===== config.mk =====
export PLATFORM = sky130hd
export DESIGN_NAME = gpa_ports_abc
export DESIGN_NICKNAME = d
export VERILOG_FILES = /design/src/rtl/gpa_pkg.sv /design/src/rtl/gpa_port_slice.sv /design/src/rtl/gpa_ports_abc.sv
export VERILOG_INCLUDE_DIRS = /design/src /design/src/rtl
export SDC_FILE = /design/constraint.sdc
export NUM_CORES = 1
export LEC_CHECK = 0
export ABC_CLOCK_PERIOD_IN_PS = 6400
export BUFFER_PORTS_ARGS = -buffer_cell sky130_fd_sc_hd__clkbuf_2
export CORE_MARGIN = 5
export CORE_UTILIZATION = 40
export DETAILED_ROUTE_END_ITERATION = 8
export GPL_TIMING_DRIVEN = 0
export PLACE_DENSITY = 0.66
export SLEW_MARGIN = 20
export SYNTH_ARGS = -nofsm -noshare
export SYNTH_HDL_FRONTEND = slang
export SYNTH_SLANG_ARGS = --single-unit

===== constraint.sdc =====
create_clock -name clk -period 6.4 [get_ports clk]
set_input_delay 0.96 -clock clk [delete_from_list [all_inputs] [get_ports clk]]
set_output_delay 0.96 -clock clk [all_outputs]
set_load 0.1 [all_outputs]

===== src/rtl/gpa_regs.svh =====
// Purpose: Register offsets, field widths and reset values for the three-port GPIO block
// Assumes: Byte-wide register port, one register per byte address
// Notes:   Definitions only; included by bare name
`ifndef GPA_REGS_SVH
`define GPA_REGS_SVH

// ****************************************************************
// Register offsets (byte addresses on the register port)
// ****************************************************************
`define GPA_OFS_KBD_LATCH     8'h00
`define GPA_OFS_ANALOG_LATCH  8'h01
`define GPA_OFS_PLAIN_LATCH   8'h02
`define GPA_OFS_KBD_DIR       8'h04
`define GPA_OFS_ANALOG_DIR    8'h05
`define GPA_OFS_PLAIN_DIR     8'h06
`define GPA_OFS_KBD_PUE       8'h0d
`define GPA_OFS_PLAIN_PUE     8'h0e

// ****************************************************************
// Field widths, bus widths and reset values
// ****************************************************************
`define GPA_ADDR_W            8
`define GPA_DATA_W            8
`define GPA_KBD_W             4
`define GPA_ANALOG_W          6
`define GPA_PLAIN_W           2
`define GPA_ADC_CH_W          3
`define GPA_DIR_RESET         8'h00
`define GPA_PUE_RESET         8'h00
`define GPA_UNMAPPED_READ     8'h00

`endif


===== src/rtl/gpa_pkg.sv =====
// Purpose: Types shared by the three-port GPIO block
// Assumes: Constants live in gpa_regs.svh
// Notes:   One-hot register select used by the address decoder
package gpa_pkg;

    // ****************************************************************
    // Register select, one-hot
    // ****************************************************************
    typedef enum logic [8:0] {
        GPA_SEL_NONE         = 9'h001,
        GPA_SEL_KBD_LATCH    = 9'h002,
        GPA_SEL_ANALOG_LATCH = 9'h004,
        GPA_SEL_PLAIN_LATCH  = 9'h008,
        GPA_SEL_KBD_DIR      = 9'h010,
        GPA_SEL_ANALOG_DIR   = 9'h020,
        GPA_SEL_PLAIN_DIR    = 9'h040,
        GPA_SEL_KBD_PUE      = 9'h080,
        GPA_SEL_PLAIN_PUE    = 9'h100
    } gpa_sel_t;

endpackage


===== src/rtl/gpa_port_slice.sv =====
// Purpose: One GPIO port: data latch, direction, pullup enable, pin sync, read mux
// Assumes: Single clock, synchronous active-low reset
// Notes:   Data latch is deliberately outside the reset
`timescale 1ns/10ps
`default_nettype none
module gpa_port_slice
    import gpa_pkg::*;
#(
    parameter int WIDTH = 4,
    parameter bit HAS_PULLUP = 1'b1
)
(
    input wire logic clk,                 // System clock
    input wire logic rstn,                // Sync reset, active low
    input wire logic wrLatch,             // Write data latch
    input wire logic wrDir,               // Write direction
    input wire logic wrPue,               // Write pullup enable
    input wire logic [WIDTH-1:0] wrData,  // Write data
    input wire logic [WIDTH-1:0] padIn,   // Raw pin levels
    input wire logic [WIDTH-1:0] analogSel, // Pins taken by converter
    output logic [WIDTH-1:0] latchQ,      // Latch value, drives pad
    output logic [WIDTH-1:0] dirQ,        // Direction bits
    output logic [WIDTH-1:0] pueQ,        // Pullup enable bits
    output logic [WIDTH-1:0] pinLevel,    // Synchronised pin level
    output logic [WIDTH-1:0] readData,    // Data register read value
    output logic [WIDTH-1:0] padOe,       // Output buffer enable
    output logic [WIDTH-1:0] pullupOn     // Pullup device on
);

    logic [WIDTH-1:0] latch_reg;
    logic [WIDTH-1:0] latch_next;
    logic [WIDTH-1:0] dir_reg;
    logic [WIDTH-1:0] dir_next;
    logic [WIDTH-1:0] pue_reg;
    logic [WIDTH-1:0] pue_next;
    logic [WIDTH-1:0] oe_reg;
    logic [WIDTH-1:0] oe_next;
    logic [WIDTH-1:0] pu_reg;
    logic [WIDTH-1:0] pu_next;
    logic [WIDTH-1:0] sync1_reg;
    logic [WIDTH-1:0] sync2_reg;

    // ****************************************************************
    // Control next values
    // ****************************************************************
    always_comb
    begin
        latch_next = wrLatch ? wrData : latch_reg;
        dir_next = wrDir ? wrData : dir_reg;
        pue_next = (wrPue && HAS_PULLUP) ? wrData : pue_reg;
        oe_next = dir_next & ~analogSel;
        // pullup only on inputs, same edge as direction
        pu_next = pue_next & ~dir_next;
    end

    always_ff @(posedge clk)
    begin
        latch_reg <= latch_next;
    end

    // Direction, pullup and buffer state
    always_ff @(posedge clk)
    begin
        if (!rstn)
        begin
            dir_reg <= '0;
            pue_reg <= '0;
            oe_reg <= '0;
            pu_reg <= '0;
        end
        else
        begin
            dir_reg <= dir_next;
            pue_reg <= pue_next;
            oe_reg <= oe_next;
            pu_reg <= pu_next;
        end
    end

    // Two-stage pin synchroniser; only stage two is read
    always_ff @(posedge clk)
    begin
        if (!rstn)
        begin
            sync1_reg <= '0;
            sync2_reg <= '0;
        end
        else
        begin
            sync1_reg <= padIn;
            sync2_reg <= sync1_reg;
        end
    end

    // latch for outputs, pin for inputs
    assign readData = (dir_reg & latch_reg) | (~dir_reg & sync2_reg);
    assign latchQ = latch_reg;
    assign dirQ = dir_reg;
    assign pueQ = pue_reg;
    assign pinLevel = sync2_reg;
    assign padOe = oe_reg;
    assign pullupOn = pu_reg;

endmodule // gpa_port_slice
`default_nettype wire


===== src/rtl/gpa_ports_abc.sv =====
// Purpose: GPIO logic for the keyboard-shared, converter-shared and plain ports
// Assumes: 25 MHz clk, synchronous active-low rstn, byte register port
// Notes:   Read data appear the cycle after the read strobe, zero otherwise
`timescale 1ns/10ps
`default_nettype none
`include "gpa_regs.svh"
module gpa_ports_abc
    import gpa_pkg::*;
(
    input wire logic clk,                                  // System clock, 25 MHz
    input wire logic rstn,                                 // Sync reset, active low
    input wire logic [`GPA_ADDR_W-1:0] regAddr,            // Register address
    input wire logic [`GPA_DATA_W-1:0] regWrData,          // Register write data
    input wire logic regWr,                                // Write strobe
    input wire logic regRd,                                // Read strobe
    output logic [`GPA_DATA_W-1:0] regRdData,              // Read data, next cycle
    input wire logic [`GPA_KBD_W-1:0] kbdPadIn,            // Keyboard port pin levels
    output logic [`GPA_KBD_W-1:0] kbdPadOut,               // Keyboard port pin drive
    output logic [`GPA_KBD_W-1:0] kbdPadOe,                // Keyboard port drive enable
    output logic [`GPA_KBD_W-1:0] kbdPullupOn,             // Keyboard port pullups
    input wire logic [`GPA_ANALOG_W-1:0] analogPadIn,      // Converter port pin levels
    output logic [`GPA_ANALOG_W-1:0] analogPadOut,         // Converter port pin drive
    output logic [`GPA_ANALOG_W-1:0] analogPadOe,          // Converter port drive enable
    input wire logic [`GPA_PLAIN_W-1:0] plainPadIn,        // Plain port pin levels
    output logic [`GPA_PLAIN_W-1:0] plainPadOut,           // Plain port pin drive
    output logic [`GPA_PLAIN_W-1:0] plainPadOe,            // Plain port drive enable
    output logic [`GPA_PLAIN_W-1:0] plainPullupOn,         // Plain port pullups
    input wire logic [`GPA_KBD_W-1:0] keypadIrqPinEnables, // From keypad unit
    output logic [`GPA_KBD_W-1:0] keypadInputs,            // To keypad unit
    input wire logic adcChannelValid,                      // Converter channel active
    input wire logic [`GPA_ADC_CH_W-1:0] adcChannel,       // Converter channel number
    output logic [`GPA_ANALOG_W-1:0] analogChannelPins     // Analog switch per pin
);

    // ****************************************************************
    // Declarations
    // ****************************************************************
    gpa_sel_t sel;
    logic wrKbdLatch;
    logic wrKbdDir;
    logic wrKbdPue;
    logic wrAnalogLatch;
    logic wrAnalogDir;
    logic wrPlainLatch;
    logic wrPlainDir;
    logic wrPlainPue;
    logic [`GPA_KBD_W-1:0] kbdDir;
    logic [`GPA_KBD_W-1:0] kbdPue;
    logic [`GPA_KBD_W-1:0] kbdLevel;
    logic [`GPA_KBD_W-1:0] kbdRead;
    logic [`GPA_ANALOG_W-1:0] analogDir;
    logic [`GPA_ANALOG_W-1:0] analogPue;
    logic [`GPA_ANALOG_W-1:0] analogLevel;
    logic [`GPA_ANALOG_W-1:0] analogRead;
    logic [`GPA_PLAIN_W-1:0] plainDir;
    logic [`GPA_PLAIN_W-1:0] plainPue;
    logic [`GPA_PLAIN_W-1:0] plainLevel;
    logic [`GPA_PLAIN_W-1:0] plainRead;
    logic [`GPA_PLAIN_W-1:0] plainAnalogSel;
    logic [`GPA_KBD_W-1:0] kbdAnalogSel;
    logic [`GPA_ANALOG_W-1:0] analogPullupOn;
    logic [`GPA_DATA_W-1:0] rdData_reg;
    logic [`GPA_DATA_W-1:0] rdData_next;
    logic [`GPA_KBD_W-1:0] keypad_reg;
    logic [`GPA_KBD_W-1:0] keypad_next;
    logic [`GPA_ANALOG_W-1:0] analogSw_reg;
    logic [`GPA_ANALOG_W-1:0] analogSw_next;

    // ****************************************************************
    // Address decode
    // ****************************************************************

    // One-hot select; unmapped addresses fall to NONE
    always_comb
    begin
        case (regAddr)
            `GPA_OFS_KBD_LATCH: sel = GPA_SEL_KBD_LATCH;
            `GPA_OFS_KBD_DIR: sel = GPA_SEL_KBD_DIR;
            `GPA_OFS_ANALOG_LATCH: sel = GPA_SEL_ANALOG_LATCH;
            `GPA_OFS_ANALOG_DIR: sel = GPA_SEL_ANALOG_DIR;
            `GPA_OFS_PLAIN_LATCH: sel = GPA_SEL_PLAIN_LATCH;
            `GPA_OFS_PLAIN_DIR: sel = GPA_SEL_PLAIN_DIR;
            `GPA_OFS_KBD_PUE: sel = GPA_SEL_KBD_PUE;
            `GPA_OFS_PLAIN_PUE: sel = GPA_SEL_PLAIN_PUE;
            default: sel = GPA_SEL_NONE;
        endcase
    end

    // Write strobes; writes to unmapped addresses are dropped
    assign wrKbdLatch = regWr && (sel == GPA_SEL_KBD_LATCH);
    assign wrKbdDir = regWr && (sel == GPA_SEL_KBD_DIR);
    assign wrKbdPue = regWr && (sel == GPA_SEL_KBD_PUE);
    assign wrAnalogLatch = regWr && (sel == GPA_SEL_ANALOG_LATCH);
    assign wrAnalogDir = regWr && (sel == GPA_SEL_ANALOG_DIR);
    assign wrPlainLatch = regWr && (sel == GPA_SEL_PLAIN_LATCH);
    assign wrPlainDir = regWr && (sel == GPA_SEL_PLAIN_DIR);
    assign wrPlainPue = regWr && (sel == GPA_SEL_PLAIN_PUE);

    // ****************************************************************
    // Converter channel override
    // ****************************************************************

    // Only converter port pins can be claimed; other ports never are
    assign kbdAnalogSel = '0;
    assign plainAnalogSel = '0;

    // Decode the active channel to a one-hot pin mask
    always_comb
    begin
        analogSw_next = '0;
        if (adcChannelValid && (adcChannel < `GPA_ADC_CH_W'(`GPA_ANALOG_W)))
        begin
            analogSw_next[adcChannel] = 1'b1;
        end
    end

    // Registered so the switch and the buffer release share one edge
    always_ff @(posedge clk)
    begin
        if (!rstn)
        begin
            analogSw_reg <= '0;
        end
        else
        begin
            analogSw_reg <= analogSw_next;
        end
    end

    // ****************************************************************
    // Port instances
    // ****************************************************************

    // keyboard port, four pins with pullups
    gpa_port_slice #(
        .WIDTH(`GPA_KBD_W),
        .HAS_PULLUP(1'b1)
    ) u_kbd_port (
        .clk(clk),
        .rstn(rstn),
        .wrLatch(wrKbdLatch),
        .wrDir(wrKbdDir),
        .wrPue(wrKbdPue),
        .wrData(regWrData[`GPA_KBD_W-1:0]),
        .padIn(kbdPadIn),
        .analogSel(kbdAnalogSel),
        .latchQ(kbdPadOut),
        .dirQ(kbdDir),
        .pueQ(kbdPue),
        .pinLevel(kbdLevel),
        .readData(kbdRead),
        .padOe(kbdPadOe),
        .pullupOn(kbdPullupOn)
    );

    // converter port, six pins, pullup logic disabled
    gpa_port_slice #(
        .WIDTH(`GPA_ANALOG_W),
        .HAS_PULLUP(1'b0)
    ) u_analog_port (
        .clk(clk),
        .rstn(rstn),
        .wrLatch(wrAnalogLatch),
        .wrDir(wrAnalogDir),
        .wrPue(1'b0),
        .wrData(regWrData[`GPA_ANALOG_W-1:0]),
        .padIn(analogPadIn),
        .analogSel(analogSw_next),
        .latchQ(analogPadOut),
        .dirQ(analogDir),
        .pueQ(analogPue),
        .pinLevel(analogLevel),
        .readData(analogRead),
        .padOe(analogPadOe),
        .pullupOn(analogPullupOn)
    );

    // plain port, two bidirectional pins with pullups
    gpa_port_slice #(
        .WIDTH(`GPA_PLAIN_W),
        .HAS_PULLUP(1'b1)
    ) u_plain_port (
        .clk(clk),
        .rstn(rstn),
        .wrLatch(wrPlainLatch),
        .wrDir(wrPlainDir),
        .wrPue(wrPlainPue),
        .wrData(regWrData[`GPA_PLAIN_W-1:0]),
        .padIn(plainPadIn),
        .analogSel(plainAnalogSel),
        .latchQ(plainPadOut),
        .dirQ(plainDir),
        .pueQ(plainPue),
        .pinLevel(plainLevel),
        .readData(plainRead),
        .padOe(plainPadOe),
        .pullupOn(plainPullupOn)
    );

    // ****************************************************************
    // Keypad unit feed
    // ****************************************************************

    // enabled keyboard pins go to keypad unit
    always_comb
    begin
        keypad_next = kbdLevel & keypadIrqPinEnables;
    end

    // Uses the synchronised level, so the keypad unit sees no metastability
    always_ff @(posedge clk)
    begin
        if (!rstn)
        begin
            keypad_reg <= '0;
        end
        else
        begin
            keypad_reg <= keypad_next;
        end
    end

    // ****************************************************************
    // Read path
    // ****************************************************************

    // Read mux; data only in the cycle after the strobe
    always_comb
    begin
        rdData_next = `GPA_UNMAPPED_READ;
        if (regRd)
        begin
            case (sel)
                GPA_SEL_KBD_LATCH: rdData_next = {{(`GPA_DATA_W-`GPA_KBD_W){1'b0}}, kbdRead};
                GPA_SEL_KBD_DIR: rdData_next = {{(`GPA_DATA_W-`GPA_KBD_W){1'b0}}, kbdDir};
                GPA_SEL_KBD_PUE: rdData_next = {{(`GPA_DATA_W-`GPA_KBD_W){1'b0}}, kbdPue};
                GPA_SEL_ANALOG_LATCH: rdData_next = {{(`GPA_DATA_W-`GPA_ANALOG_W){1'b0}}, analogRead};
                GPA_SEL_ANALOG_DIR: rdData_next = {{(`GPA_DATA_W-`GPA_ANALOG_W){1'b0}}, analogDir};
                GPA_SEL_PLAIN_LATCH: rdData_next = {{(`GPA_DATA_W-`GPA_PLAIN_W){1'b0}}, plainRead};
                GPA_SEL_PLAIN_DIR: rdData_next = {{(`GPA_DATA_W-`GPA_PLAIN_W){1'b0}}, plainDir};
                GPA_SEL_PLAIN_PUE: rdData_next = {{(`GPA_DATA_W-`GPA_PLAIN_W){1'b0}}, plainPue};
                default: rdData_next = `GPA_UNMAPPED_READ;
            endcase
        end
    end

    // Read data register
    always_ff @(posedge clk)
    begin
        if (!rstn)
        begin
            rdData_reg <= `GPA_UNMAPPED_READ;
        end
        else
        begin
            rdData_reg <= rdData_next;
        end
    end

    // ****************************************************************
    // Outputs
    // ****************************************************************
    assign regRdData = rdData_reg;
    assign keypadInputs = keypad_reg;
    assign analogChannelPins = analogSw_reg;

endmodule // gpa_ports_abc
`default_nettype wire


==> flow_metrics.tcl <==
set metrics [dict create \
    hold_ws_ns 0.4352 \
    path_clk_slew_ns 0.07 \
    ys_ff_latch 82 \
    worstRegToRegCells 4 \
    fmax_mhz 340.6 \
    synth_area_um2 3037 \
    dp_hpwl_um 5594 \
    wl_per_cell_um 15.15 \
    worstSkewPairLatency_ns 0.34 \
    start_kind "input pin" \
    finalWorstPathRequiredPeriod_ns 2.936 \
    hold_path_class "reg2reg" \
    rows 31 \
    cts_resized 0 \
    n_fill_cell 723 \
    cts_tree "done" \
    crit_chain "clkbuf_2, inv_1, ha_1, or3_1, clkbuf_1, or3_1, nor2_1" \
    grt_max_degree 13 \
    worst_ep_required_time_ns 6.38 \
    place_inst 470 \
    boundaryPins 88 \
    worst_slew_pin_slew_ns 0.9987 \
    coreArea_um2 7331 \
    area_growth_pct 23.07 \
    ir_worst_vdd_uv 132.4 \
    grt_usage 0.1575 \
    cts_buffers 9 \
    reg2reg_to "regRdData[3]" \
    drc 0 \
    die_h_um 97.13 \
    final_max_slew_viol_count 0 \
    dr.pass1.iters 4 \
    ys_warn_count 0 \
    hold_start "u_kbd_port.sync1_reg[0]" \
    crit_slowest_cell "or3_1" \
    ctsHoldBuffers 0 \
    rrSetupSlack_ns 4.70 \
    clock_skew_ns 0.005863 \
    arrival_ns 2.92 \
    finalPower_w 0.0009209 \
    numClockSinks 82 \
    die-area_um2 9434 \
    worstReg2RegStart "u_analog_port.dirQ[3]" \
    fin_cells 485 \
    htreeDepth 3 \
    power_density_nw_per_um2 246.4 \
    hold_end "u_kbd_port.pinLevel[0]" \
    critPathKind "in2reg" \
    synth_cell_types 35 \
    grt_pass1_vias 2436 \
    final_nets 426 \
    antenna_found_initial 0 \
    postRouteAntennaNets 0 \
    ys_seq_area_frac 0.5801 \
    routed_wl_um 7349 \
    final-hold-violation-count 0 \
    cap_violations 0 \
    setup_viol 0 \
    io_buffers 82 \
    vias_per_cell 4.988 \
    start_util 0.4142 \
    status "finished clean" \
    cp_max_fo 8 \
    whs_path_depth 1 \
    drtIter0Drc 114 \
    diodes 0 \
    end_kind "flop" \
    final_util 0.5098 \
    max-slew-margin-rel 0.3280 \
    clockRootBuffer "clkbuf_8" \
    setup_tns_ns 0 \
    cts_buffer_depth 2 \
    postCtsSetupBuffers 0 \
    overflow 0 \
    drive_above_1_share 0.2642 \
    finalCritPeriodShare 0.4587 \
    rsz0062_at_grt "false" \
    vias 2419 \
    gp_congestion 0.8567 \
    die_width_um 97.13 \
    avgSynthCellArea_um2 10.54 \
    cp_common_cell "or3_1" \
    grt_pass1_wl_um 11850 \
    power_leakage_nw 1.505 \
    syn_inst 288 \
    slowest_delay_ns 0.48 \
    cp-startpoint "regAddr[0]" \
]
## final cells by class
cell class,count,area [µm²],share of cell area
tap,99,123.9,0.03314
clock buffer,13,148.9,0.03984
sequential,82,1762,0.4714
timing repair buffer,82,410.4,0.1098
buffer,14,67.56,0.01808
inverter,5,18.77,0.005022
clock inverter,2,13.76,0.003683
multi-input combinational,188,1192,0.3190
## worst max-delay path: cells and delay by family
family | cells | cell delay, ns
buffers and inverters | 3 | 0.39
and+or+nand+nor | 3 | 1.34
adders and majority gates | 1 | 0.23
## stage by stage
stage | instance area (µm²) | worst slack [ns]
2_1_floorplan | 3040 | 3.562
3_3_place_gp | 3575 | 3.137
3_5_place_dp | 3575 | 3.159
4_1_cts | 3737 | 3.510
5_1_grt | 3737 | 3.346
6_report | 3737 | 3.464
## cells by family (layout without fill, tap and decap cells)
group | count (synthesis) | count (layout) | synth area share
buffers and inverters | 19 | 116 | 0.02843
adders and majority gates | 4 | 4 | 0.01648
muxes | 16 | 16 | 0.05274
DFF | 82 | 82 | 0.5801
other | 1 | 2 | 0.001235
AOI/OAI and AO/OA | 47 | 47 | 0.09312
and+or+nand+nor | 119 | 119 | 0.2279
## worst max-delay path by stage
stage | cells past startpoint | endpoint | slack (ns)
4_1_cts | 7 | u_analog_port.latchQ[0] | 3.51
2_1_floorplan | 5 | u_analog_port.latchQ[0] | 3.56
6_report | 7 | u_analog_port.latchQ[4] | 3.46
3_3_place_gp | 5 | u_kbd_port.latchQ[3] | 3.14
3_5_place_dp | 5 | u_kbd_port.latchQ[3] | 3.16
5_1_grt | 8 | regRdData[2] | 3.35
## per-layer routing
layer  track usage  share of wire
met4       0.06803          0.014
met2        0.2436           0.45
met1        0.1971           0.44
met5             0              0
met3       0.05743          0.094
## Yosys cell counts, drive strengths merged
library cell,count,share of area
dfxtp,70,0.46
nor2,30,0.037
and2,26,0.054
o21ai,26,0.043
mux2i,16,0.053
nand2b,15,0.031
edfxtp,12,0.12
clkbuf,11,0.014
nor3,10,0.018
nand2,6,0.0074
nor4,6,0.022
a21oi,5,0.0082
a22oi,5,0.012
inv,5,0.0062
nor3b,5,0.012
a2111oi,4,0.012
and3,4,0.0082
ha,4,0.016
buf,3,0.0087
nand3,3,0.0049
nand4,3,0.0062
nor2b,3,0.0062
or3,3,0.0062
a211oi,2,0.0049
a22o,2,0.0058
nand3b,2,0.0049
o31ai,2,0.0049
and4,1,0.0029
conb,1,0.0012
o21a,1,0.0025
or3b,1,0.0029
or4,1,0.0037
## where the power goes
part           total (W)  switching (W)  internal [W]  leakage, nW
Sequential      0.000532     0.00000242      0.000530        0.677
Combinational  0.0000699      0.0000475     0.0000225        0.744
Clock           0.000319       0.000169      0.000150       0.0835
Total           0.000921       0.000219      0.000702         1.50
## cells in the final DEF, fill, tap and decap left out, types with 9 or more instances in the layout
| master | count |
|---|---|
| nor2_1 | 30 |
| mux2i_1 | 16 |
| o21ai_0 | 26 |
| nand2b_1 | 15 |
| clkbuf_2 | 82 |
| clkbuf_8 | 10 |
| dfxtp_1 | 70 |
| and2_1 | 26 |
| clkbuf_1 | 14 |
| nor3_1 | 9 |
| edfxtp_1 | 12 |
No activity file was read; power rests on OpenSTA's default activity.
